--- src/pkg/uart_rx_pkg.sv ---
/*
 * shared constants and types for the asynchronous receive recovery block.
 * assumes a single system clock and a baud divisor supplied by the integrator.
 */
package uart_rx_pkg;

    // ------------------------------------------------------------
    // sampling
    // ------------------------------------------------------------
    localparam int unsigned SAMP_NORMAL   = 16;
    localparam int unsigned SAMP_DOUBLE   = 8;
    localparam logic [3:0]  VOTE_N_FIRST  = 4'h8;
    localparam logic [3:0]  VOTE_D_FIRST  = 4'h4;
    localparam logic [3:0]  VOTE_D_REARM  = 4'h7;
    localparam logic [3:0]  BITS_MIN      = 4'h5;
    localparam logic [3:0]  BITS_MAX      = 4'hA;
    localparam int unsigned DIV_W         = 12;
    localparam int unsigned DATA_W        = 10;
    localparam int unsigned FIFO_DEPTH    = 4;
    localparam logic [DATA_W-1:0] DATA_RST = 10'h000;

    // ------------------------------------------------------------
    // types
    // ------------------------------------------------------------
    typedef enum logic [1:0] {
        ST_IDLE  = 2'b00,
        ST_START = 2'b01,
        ST_BITS  = 2'b10,
        ST_STOP  = 2'b11
    } rx_state_t;

    typedef struct packed {
        logic [DATA_W-1:0] data;
        logic              frame_error_flag;
    } rx_word_t;

    localparam int unsigned WORD_W = DATA_W + 1;

endpackage : uart_rx_pkg

--- src/hdl/rx_fifo.sv ---
/*
 * small flip-flop fifo with valid/ready on both sides.
 * assumes writer and reader are on the same clock.
 */
`timescale 1ns/10ps
module rx_fifo #(
    parameter int unsigned WIDTH = 11,
    parameter int unsigned DEPTH = 4
) (
    input  wire logic             i_mclk,    // system clock
    input  wire logic             i_rst_b,   // async reset, active low
    input  wire logic             i_valid,   // write request
    output logic                  o_ready,   // space available
    input  wire logic [WIDTH-1:0] i_data,    // write word
    output logic                  o_valid,   // word available
    input  wire logic             i_ready,   // reader takes word
    output logic [WIDTH-1:0]      o_data     // head word
);
    localparam int unsigned AW = $clog2(DEPTH);

    logic [WIDTH-1:0] mem_r [DEPTH];
    logic [AW-1:0]    wr_r;
    logic [AW-1:0]    rd_r;
    logic [AW:0]      cnt_r;
    logic             push;
    logic             pop;

    // ------------------------------------------------------------
    // handshake
    // ------------------------------------------------------------
    assign o_ready = (cnt_r != (AW+1)'(DEPTH));
    assign o_valid = (cnt_r != '0);
    assign push    = i_valid && o_ready;
    assign pop     = o_valid && i_ready;
    assign o_data  = mem_r[rd_r];

    // storage; no reset needed since reads are gated by count
    always_ff @(posedge i_mclk) begin
        if (push) begin
            mem_r[wr_r] <= i_data;
        end
    end

    // pointers and fill count
    always_ff @(posedge i_mclk or negedge i_rst_b) begin
        if (!i_rst_b) begin
            wr_r  <= '0;
            rd_r  <= '0;
            cnt_r <= '0;
        end else begin
            if (push) begin
                wr_r <= (wr_r == AW'(DEPTH-1)) ? '0 : wr_r + 1'b1;
            end
            if (pop) begin
                rd_r <= (rd_r == AW'(DEPTH-1)) ? '0 : rd_r + 1'b1;
            end
            if (push && !pop) begin
                cnt_r <= cnt_r + 1'b1;
            end else if (pop && !push) begin
                cnt_r <= cnt_r - 1'b1;
            end
        end
    end

endmodule : rx_fifo

--- src/hdl/uart_async_rx_recovery.sv ---
/*
 * clock and data recovery of the asynchronous uart receiver, with a small
 * output fifo that holds each frame together with its frame error flag.
 * assumes the serial line is asynchronous and the divisor is static per frame.
 */
`timescale 1ns/10ps
module uart_async_rx_recovery
    import uart_rx_pkg::*;
(
    input  wire logic                     i_mclk,                // 250 MHz system clock
    input  wire logic                     i_rst_b,               // async reset, active low
    input  wire logic                     i_serial_rx_line,      // serial receive pin
    input  wire logic                     i_double_speed_select, // 1: 8 samples per bit
    input  wire logic [uart_rx_pkg::DIV_W-1:0] i_baud_divisor,   // sample tick every n+1
    input  wire logic [3:0]               i_frame_bits,          // data+parity, 5..10
    output logic                          o_valid,               // frame word available
    input  wire logic                     i_ready,               // consumer takes word
    output logic [uart_rx_pkg::DATA_W-1:0] o_data,               // received bits, lsb first
    output logic                          o_frame_error_flag,    // stop bit was zero
    output logic                          o_overrun              // frame lost, fifo full
);
    import uart_rx_pkg::*;

    // ------------------------------------------------------------
    // line synchroniser
    // ------------------------------------------------------------
    logic rx_meta_r;
    logic rx_sync_r;
    logic rx_prev_r;

    // first stage feeds only the second stage
    always_ff @(posedge i_mclk or negedge i_rst_b) begin
        if (!i_rst_b) begin
            rx_meta_r <= 1'b1;
            rx_sync_r <= 1'b1;
        end else begin
            rx_meta_r <= i_serial_rx_line;
            rx_sync_r <= rx_meta_r;
        end
    end

    // ------------------------------------------------------------
    // sample tick divider
    // ------------------------------------------------------------
    logic [DIV_W-1:0] div_r;
    logic             tick;

    assign tick = (div_r == '0);

    // free running; one-cycle enable at the sample rate
    always_ff @(posedge i_mclk or negedge i_rst_b) begin
        if (!i_rst_b) begin
            div_r <= '0;
        end else if (tick) begin
            div_r <= i_baud_divisor;
        end else begin
            div_r <= div_r - 1'b1;
        end
    end

    // previous sample, for edge detection at the sample rate
    always_ff @(posedge i_mclk or negedge i_rst_b) begin
        if (!i_rst_b) begin
            rx_prev_r <= 1'b1;
        end else if (tick) begin
            rx_prev_r <= rx_sync_r;
        end
    end

    // ------------------------------------------------------------
    // mode derived numbers
    // ------------------------------------------------------------
    logic       dbl;
    logic [3:0] last_samp;
    logic [3:0] vote_first;
    logic [3:0] vote_last;
    logic [3:0] rearm_samp;
    logic [3:0] nbits;

    assign dbl        = i_double_speed_select;
    assign last_samp  = dbl ? 4'(SAMP_DOUBLE - 1) : 4'(SAMP_NORMAL - 1);
    assign vote_first = dbl ? VOTE_D_FIRST : VOTE_N_FIRST;
    assign vote_last  = vote_first + 4'h2;
    // normal mode rearms on the last vote sample, so the very next sample may
    // already be the first low of a new start; double speed waits one more
    assign rearm_samp = dbl ? VOTE_D_REARM : vote_last;
    // clamp out-of-range lengths to the legal span
    assign nbits      = (i_frame_bits < BITS_MIN) ? BITS_MIN :
                        (i_frame_bits > BITS_MAX) ? BITS_MAX : i_frame_bits;

    // ------------------------------------------------------------
    // recovery state machine
    // ------------------------------------------------------------
    rx_state_t         state_r;
    logic [3:0]        samp_r;
    logic [3:0]        bit_r;
    logic [1:0]        ones_r;
    logic [DATA_W-1:0] shift_r;
    logic              vote_hit;
    logic              vote_end;
    logic              majority;
    logic [1:0]        ones_nxt;
    logic              fall;
    logic              done_pulse;
    logic              done_fe;

    // sample index counts from 1 at the first low sample
    assign vote_hit = (samp_r >= vote_first) && (samp_r <= vote_last);
    assign vote_end = (samp_r == vote_last);
    assign ones_nxt = ones_r + {1'b0, rx_sync_r};
    assign majority = ones_nxt[1];
    assign fall     = rx_prev_r && !rx_sync_r;

    // frame sequencing; all moves happen on sample ticks
    always_ff @(posedge i_mclk or negedge i_rst_b) begin
        if (!i_rst_b) begin
            state_r <= ST_IDLE;
            samp_r  <= 4'h0;
            bit_r   <= 4'h0;
            ones_r  <= 2'h0;
            shift_r <= DATA_RST;
        end else if (tick) begin
            unique case (state_r)
                ST_IDLE: begin
                    ones_r <= 2'h0;
                    if (fall) begin
                        state_r <= ST_START;
                        samp_r  <= 4'h2;
                    end
                end
                ST_START: begin
                    samp_r <= samp_r + 4'h1;
                    if (vote_hit) begin
                        ones_r <= ones_nxt;
                    end
                    if (vote_end) begin
                        ones_r <= 2'h0;
                        if (majority) begin
                            state_r <= ST_IDLE;
                            samp_r  <= 4'h0;
                        end
                    end
                    if (samp_r == last_samp) begin
                        samp_r  <= 4'h0;
                        bit_r   <= 4'h0;
                        shift_r <= DATA_RST;
                        state_r <= ST_BITS;
                    end
                end
                ST_BITS: begin
                    samp_r <= (samp_r == last_samp) ? 4'h0 : samp_r + 4'h1;
                    if (vote_hit) begin
                        ones_r <= ones_nxt;
                    end
                    if (vote_end) begin
                        ones_r <= 2'h0;
                        shift_r[bit_r] <= majority;
                    end
                    if (samp_r == last_samp) begin
                        bit_r <= bit_r + 4'h1;
                        if (bit_r == nbits - 4'h1) begin
                            state_r <= ST_STOP;
                        end
                    end
                end
                ST_STOP: begin
                    samp_r <= samp_r + 4'h1;
                    if (vote_hit) begin
                        ones_r <= ones_nxt;
                    end
                    if (samp_r == rearm_samp) begin
                        ones_r  <= 2'h0;
                        samp_r  <= 4'h0;
                        state_r <= ST_IDLE;
                    end
                end
                default: begin
                    state_r <= ST_IDLE;
                end
            endcase
        end
    end

    // stop vote closes the frame; later stop bits are never looked at
    assign done_pulse = tick && (state_r == ST_STOP) && vote_end;
    assign done_fe    = !majority;

    // ------------------------------------------------------------
    // output buffer
    // ------------------------------------------------------------
    rx_word_t wr_word;
    rx_word_t rd_word;
    logic     fifo_ready;
    logic [WORD_W-1:0] rd_bits;

    // flag travels in the same word as its frame
    always_comb begin
        wr_word                  = '0;
        wr_word.data             = shift_r;
        wr_word.frame_error_flag = done_fe;
    end

    rx_fifo #(
        .WIDTH (WORD_W),
        .DEPTH (FIFO_DEPTH)
    ) u_fifo (
        .i_mclk  (i_mclk),
        .i_rst_b (i_rst_b),
        .i_valid (done_pulse),
        .o_ready (fifo_ready),
        .i_data  (wr_word),
        .o_valid (o_valid),
        .i_ready (i_ready),
        .o_data  (rd_bits)
    );

    assign rd_word            = rx_word_t'(rd_bits);
    assign o_data             = rd_word.data;
    assign o_frame_error_flag = rd_word.frame_error_flag;

    // a serial source cannot stall, so a full buffer drops and reports it
    always_ff @(posedge i_mclk or negedge i_rst_b) begin
        if (!i_rst_b) begin
            o_overrun <= 1'b0;
        end else if (done_pulse) begin
            o_overrun <= !fifo_ready;
        end
    end

endmodule : uart_async_rx_recovery

--- config.mk ---
export PLATFORM = sky130hd
export DESIGN_NAME = uart_async_rx_recovery
export DESIGN_NICKNAME = d
export VERILOG_FILES = /design/src/pkg/uart_rx_pkg.sv /design/src/hdl/rx_fifo.sv /design/src/hdl/uart_async_rx_recovery.sv
export SDC_FILE = /design/constraint.sdc
export NUM_CORES = 1
export LEC_CHECK = 0
export ABC_AREA = 1
export BUFFER_PORTS_ARGS = -buffer_cell sky130_fd_sc_hd__buf_2
export CAP_MARGIN = 10
export CORE_MARGIN = 3
export CORE_UTILIZATION = 40
export DETAILED_ROUTE_END_ITERATION = 8
export SYNTH_ARGS = -nofsm -noshare
export SYNTH_HDL_FRONTEND = slang
export SYNTH_SLANG_ARGS = --single-unit
--- constraint.sdc ---
create_clock -name i_mclk -period 2.6 [get_ports i_mclk]
set_input_delay 0.13 -clock i_mclk [delete_from_list [all_inputs] [get_ports i_mclk]]
set_output_delay 0.13 -clock i_mclk [all_outputs]
set_load 0.02 [all_outputs]
Word level (Yosys, flattened, before mapping). Memory sizes are Yosys's and may differ from the RTL's. Index checks and enable logic that the tools add are counted.

Output and inout bits: 13. Memories kept: 1. Bits in writable memories: 44. Register bits: 45.

Order comparisons: 6. Add/subtract/negate cells: 10. Muxes and demuxes: 40. Reductions and logical operators: 24. Equal/unequal tests: 18.

Memories: u_fifo.mem_r (words 4, width 11, rd ports 1, clocked after Yosys merged registers in 0, wr ports 1, RTL line rx_fifo.sv:21) `logic [WIDTH-1:0] mem_r [DEPTH];`.

Operators by type and width (count): 4-bit two-way mux (13); 2-bit two-way mux (12); 10-bit two-way mux (2); 10-bit case mux with 2 select lines (1); 4-bit equality test (4); 4-bit case mux with 4 select lines (1); 12-bit zero test (1); 12-bit two-way mux (1); 2-bit inequality test (second input constant) (6); 12-bit by 1-bit subtractor with 12-bit output (second input constant) (1); 10-bit bitwise mux (1); 1-bit logical AND (9); 3-bit inequality test (second input constant) (3); 4-bit by 1-bit adder with 4-bit output (second input constant) (2); 2-bit equality test (second input constant) (4); 2-bit case mux with 4 select lines (1); 4-bit case mux with 2 select lines (1); 4-bit AND reduction (2); 7-bit AND reduction (1); 3-bit two-way mux (2); 2-bit case mux with 3 select lines (1); 1-bit zero test (5); 4-bit by 5-bit less-than comparator with 1-bit output (second input constant) (1); 2-bit by 1-bit adder with 2-bit output (second input constant) (2); other kinds (18) (21).

Longest topological paths before layout.
Depth in word-level cells: 9. Depth in mapped cells: 19. Depth with buffers taken out: 19.

By module. From an unflattened synthesis, not the netlist that was laid out.

Cells, all modules: 505. Area total of the unflattened synthesis: 4652.0 um^2.

By module, submodules not included: uart_async_rx_recovery (cells an instance 318, area an instance 2423.6 um^2, times used 1); rx_fifo (cells an instance 187, area an instance 2228.4 um^2, times used 1).

Least setup slack after synthesis. No wires, ideal clock.

Path type: reg-to-reg. Start: register div_r[0]. End: register u_fifo.cnt_r[2]. Path buffers: 0. Clock period less this slack: 2.469 ns. Stages on the path, launching flop included: 15. Arrival: 2.339 ns. Data required time: 2.469 ns. Slack: 0.131 ns. Cells stage by stage: dfrtp_1 > inv_1 > ha_1 > nand2_2 > nor2_4 > nand2_2 > nor2_8 > nand4_2 > inv_2 > ha_1 > inv_1 > fa_1 > a21oi_1 > o21ai_0 > xor2_1.

Word-level cells in the longest chain between the ends: 7. Elaborated cells between the ends (all ways): 9. Those cells by class: mux (1); reduce/logical (8).

RTL lines: from (decl) (RTL line uart_async_rx_recovery.sv:45) `logic [DIV_W-1:0] div_r;`; from (signal assigned) (RTL line uart_async_rx_recovery.sv:55) `div_r <= i_baud_divisor;`; from (signal assigned) (RTL line uart_async_rx_recovery.sv:57) `div_r <= div_r - 1'b1;`; 12-bit zero test (*) (RTL line uart_async_rx_recovery.sv:48) `assign tick = (div_r == '0);`; 1-bit logical AND (*) (2 in series) (RTL line uart_async_rx_recovery.sv:185) `assign done_pulse = tick && (state_r == ST_STOP) && vote_end;`; 1-bit logical AND (*) (RTL line rx_fifo.sv:33) `assign push = i_valid && o_ready;`; net u_fifo.push (RTL line rx_fifo.sv:25) `logic push;`; 1-bit zero test (RTL line rx_fifo.sv:59) `end else if (pop && !push) begin`; 1-bit logical AND (RTL line rx_fifo.sv:59); 2-bit nonzero test (no line); to (signal assigned) (RTL line rx_fifo.sv:58) `cnt_r <= cnt_r + 1'b1;`; to (signal assigned) (RTL line rx_fifo.sv:60) `cnt_r <= cnt_r - 1'b1;`; to (decl) (RTL line rx_fifo.sv:24) `logic [AW:0] cnt_r;`.

Mark *: on every way through the listed nets, which the timed path passes. The rest lies on a longest branch. A chain may end at the register's enable or synchronous reset.

Worst setup path in the final report.
Start: register div_r[1]. End: register u_fifo.cnt_r[2].

The elaborated chain is that of the path after synthesis.

==> Flow_metrics.wiki <==
{| class="wikitable"
! Metric !! Value
|-
| Synthesized netlist cell count || 471
|-
| Worst Setup Slack, final || 0.226 ns
|-
| Critical Path RT || 2.85 ns
|-
| CTS Buf Count || 9
|-
| Yosys warning count || 0
|-
| Global-route wire length before repair || 14.6 mm
|-
| Worst hold slack || 0.0193 ns
|-
| Cell chosen for the clock root || sky130_fd_sc_hd__clkbuf_8
|-
| Maximum clock rate || 421 MHz
|-
| Buffer depth of the longest clock path || 2
|-
| Number of nets with antenna violations after detailed routing || 0
|-
| Highest Signal Layer || met4
|-
| Final routed wire length divided by cell count || 12.4 microns
|-
| Clock latency on the worst-skew pair || 0.35 ns
|-
| NumNets Final || 569
|-
| Worst hold path type || in -> reg
|-
| Yosys reg bits || 89
|-
| Number of pins with negative max-slew slack in the final report || 0
|-
| Crit Path Class || reg -> reg
|-
| Die X-Extent || 112 microns
|-
| CP Data Arrival Time || 2.62 ns
|-
| Capture point of the worst reg-to-reg path || u_fifo.cnt_r[2]$_DFFE_PN0P_
|-
| Met3 Routed Length || 293 microns
|-
| Final Routed Wirelength || 8.27 mm
|-
| Routability congestion estimate from global placement || 0.798
|-
| Sum of internal, switching and leakage power || 3.46 mW
|-
| Terminating pin of the worst hold path || div_r[11]$_DFF_PN0_
|-
| Worst Setup End Kind || flip-flop
|-
| Path depth of the worst reg2reg path || 14
|-
| Met2 routed WL || 4.00 mm
|-
| Violation count after the first detailed-route iteration || 173
|-
| Static leakage || 2.30 nW
|-
| IO Pins || 34
|-
| Power per Cell Area || 671 mW/mm^2
|-
| Metal1 wirelength || 3.88 mm
|-
| Most common library cell in the layout ignoring fill and taps || sky130_fd_sc_hd__nand2_1
|-
| Dominant cells by area after synthesis || sky130_fd_sc_hd__edfxtp_1 (30%), sky130_fd_sc_hd__dfrtp_1 (24%), sky130_fd_sc_hd__nand2_1 (6.8%), sky130_fd_sc_hd__ha_1 (6.4%), sky130_fd_sc_hd__o21ai_0 (6.3%)
|-
| Netlist Area Pre-Place || 0.00447 sq mm
|-
| Fraction of post-synthesis cell area in the top cell type by area || 0.296
|-
| Worst setup slack after placement || 0.0984 ns
|-
| Dpl hpwl || 5.86 mm
|-
| Clock tree from TritonCTS || yes
|-
| Part of the cycle the worst path needs || 0.913
|-
| Finished Cell Area || 0.00516 sq mm
|-
| Total setup buffers inserted after CTS || 0
|-
| Sequential fraction of the synthesis area || 0.548
|-
| VDD IR-drop max || 0.342 mV
|-
| Transition time at the pin with the least slew margin || 1.00 ns
|-
| Proportion of layout cells with a drive suffix above 1 || 0.163
|-
| Via-to-Cell Ratio || 4.85
|-
| Number of buffers inserted by port buffering || 33
|-
| Placeable core region || 0.0106 sq mm
|-
| Area of placed instances || 0.00484 sq mm
|-
| Max-cap violations || 0
|-
| Count of cell types in the netlist || 37
|-
| Hold path cells || 3
|-
| Final non-filler cell total || 665
|-
| Relative max-transition margin || 0.334
|-
| Status || complete, no violations
|-
| Die ar. || 0.0125 sq mm
|-
| Fin crit period || 2.37 ns
|-
| Skew final || 0.0103 ns
|-
| Pin count of the biggest net entering global routing || 46
|-
| Area growth from synthesis to layout || 15.3%
|-
| Overall global routing resource usage || 0.141
|-
| Post-Syn Nets || 516
|-
| Register-to-Register Setup Slack || 0.23 ns
|-
| Height of the die || 112 microns
|-
| Cell type with the highest aggregate area in the netlist || sky130_fd_sc_hd__edfxtp_1
|-
| Vias || 3227
|-
| Number of hold violations in the final report || 0
|-
| Largest fanout on the critical path || 4
|-
| Crit path launch type || flip-flop
|-
| Remaining global-route overflow || 0
|-
| Startpoint of the tightest hold check path || i_baud_divisor[11]
|-
| Number of antenna violations at the first check in global routing || 0
|-
| Number of global-route vias before repair || 3172
|-
| Number of placed instances, taps included || 640
|-
| Total number of placement rows || 37
|-
| Sink count of the clock tree || 89
|-
| Mean instance size in the synthesized netlist || 9.49 sq um
|-
| CTS H-tree depth || 3
|-
| Startpoint of the lowest-slack register-to-register path || div_r[1]$_DFF_PN0_
|-
| Starting Density || 0.422
|-
| Number of inserted diodes || 0
|-
| Leading cell types in the layout, fill and taps excluded || sky130_fd_sc_hd__nand2_1 (81), sky130_fd_sc_hd__nor2_1 (59), sky130_fd_sc_hd__o21ai_0 (55)
|-
| Number of remaining DRC errors || 0
|-
| Setup violators final || 0
|-
| Reg clk slew, reported paths || 0.10 ns
|-
| Number of optimization iterations in the first detailed-route pass || 4
|}
## layout make-up
type | count | area [sq um]
Inverter | 57 | 214
Multi-Input combinational cell | 316 | 1800
Clock inverter | 7 | 73.8
Timing Repair Buffer | 51 | 323
Fill cell | 984 | 5450
Clock buffer | 9 | 124
Tap cell | 136 | 170
Sequential cell | 89 | 2450
## flip-flops by register name, summed over array words and instances (netlist names), named ones only
signal	flops
rx_meta_r	1
samp_r	4
o_overrun	1
u_fifo.rd_r	2
rx_sync_r	1
u_fifo.wr_r	2
state_r	1
bit_r	4
rx_prev_r	1
div_r	12
u_fifo.cnt_r	3
ones_r	2
u_fifo.mem_r	44
shift_r	10
## report_power, final
part / switching, mW / leakage [nW] / internal, mW
clock: 0.539 / 0.0942 / 0.376
sequential: 0.0964 / 1.01 / 1.55
combinational: 0.561 / 1.19 / 0.334
## through the flow
stage / TNS (ns) / utilization
after floorplan: 0 / -
after global placement: 0 / 0.456
after detailed placement: 0 / 0.456
after CTS: 0 / 0.484
after global routing: -0.0168 / 0.486
final: 0 / 0.486
## cell families after synthesis
logic type | synth area share
mux | 0.00252
xor+xnor | 0.0216
simple gates | 0.187
buf+inv | 0.0557
compound gates | 0.116
fa+ha+maj | 0.0689
flops | 0.548
## what timing repair did
action | in CTS | in global routing
hold buffers | 9 | 0
resized for setup | 0 | 7
setup endpoints to repair | 0 | 1
endpoints found under the hold margin | 50 | 0
## synthesized netlist by cell type
library cell and instances:
sky130_fd_sc_hd__a211oi_4 1, sky130_fd_sc_hd__a21oi_1 5, sky130_fd_sc_hd__a22oi_1 2, sky130_fd_sc_hd__a31oi_1 3, sky130_fd_sc_hd__and3_1 1, sky130_fd_sc_hd__buf_2 1
sky130_fd_sc_hd__clkbuf_1 8, sky130_fd_sc_hd__clkinv_1 2, sky130_fd_sc_hd__dfrtp_1 42, sky130_fd_sc_hd__dfstp_2 3, sky130_fd_sc_hd__edfxtp_1 44, sky130_fd_sc_hd__fa_1 1
sky130_fd_sc_hd__ha_1 23, sky130_fd_sc_hd__inv_1 51, sky130_fd_sc_hd__inv_2 4, sky130_fd_sc_hd__mux2_2 1, sky130_fd_sc_hd__nand2_1 81, sky130_fd_sc_hd__nand2_2 3
sky130_fd_sc_hd__nand2_4 1, sky130_fd_sc_hd__nand3_1 14, sky130_fd_sc_hd__nand3_2 1, sky130_fd_sc_hd__nand4_1 8, sky130_fd_sc_hd__nand4_2 1, sky130_fd_sc_hd__nor2_1 59
sky130_fd_sc_hd__nor2_2 3, sky130_fd_sc_hd__nor2_4 3, sky130_fd_sc_hd__nor2_8 1, sky130_fd_sc_hd__nor3_1 6, sky130_fd_sc_hd__nor3_4 1, sky130_fd_sc_hd__o21a_1 1
sky130_fd_sc_hd__o21ai_0 56, sky130_fd_sc_hd__o21ai_1 15, sky130_fd_sc_hd__o22ai_1 11, sky130_fd_sc_hd__o311ai_0 1, sky130_fd_sc_hd__or2_2 2, sky130_fd_sc_hd__xnor2_1 3
sky130_fd_sc_hd__xor2_1 8
## worst max path at each step
stage | from | to | slack (ns)
after floorplan | div_r[0]$_DFF_PN0_ | u_fifo.cnt_r[2]$_DFFE_PN0P_ | 0.13
after global placement | div_r[0]$_DFF_PN0_ | u_fifo.cnt_r[2]$_DFFE_PN0P_ | 0.18
after detailed placement | div_r[0]$_DFF_PN0_ | u_fifo.cnt_r[2]$_DFFE_PN0P_ | 0.1
after CTS | div_r[0]$_DFF_PN0_ | u_fifo.cnt_r[2]$_DFFE_PN0P_ | 0.08
after global routing | samp_r[2]$_DFFE_PN0P_ | u_fifo.cnt_r[2]$_DFFE_PN0P_ | -0.02
final | div_r[1]$_DFF_PN0_ | u_fifo.cnt_r[2]$_DFFE_PN0P_ | 0.23
## worst max-delay path, stage by stage (launching register included)
cell and delay [ns]:
sky130_fd_sc_hd__dfrtp_1 0.38, sky130_fd_sc_hd__inv_1 0.10, sky130_fd_sc_hd__ha_4 0.16, sky130_fd_sc_hd__nand2_2 0.08, sky130_fd_sc_hd__nor2_4 0.15, sky130_fd_sc_hd__nand2_4 0.09, sky130_fd_sc_hd__nor2_8 0.09, sky130_fd_sc_hd__nand4_2 0.09
sky130_fd_sc_hd__inv_2 0.10, sky130_fd_sc_hd__ha_1 0.14, sky130_fd_sc_hd__inv_1 0.07, sky130_fd_sc_hd__fa_1 0.43, sky130_fd_sc_hd__a21oi_1 0.15, sky130_fd_sc_hd__o21ai_1 0.09, sky130_fd_sc_hd__xor2_1 0.14
## layer usage
layer | vias up | global-route usage
met5 | - | 0
met4 | 0 | 0.0487
met3 | 7 | 0.0277
met2 | 41 | 0.233
met1 | 1492 | 0.185
li1 | 1687 | -
Power figures use the tool's default switching activity.
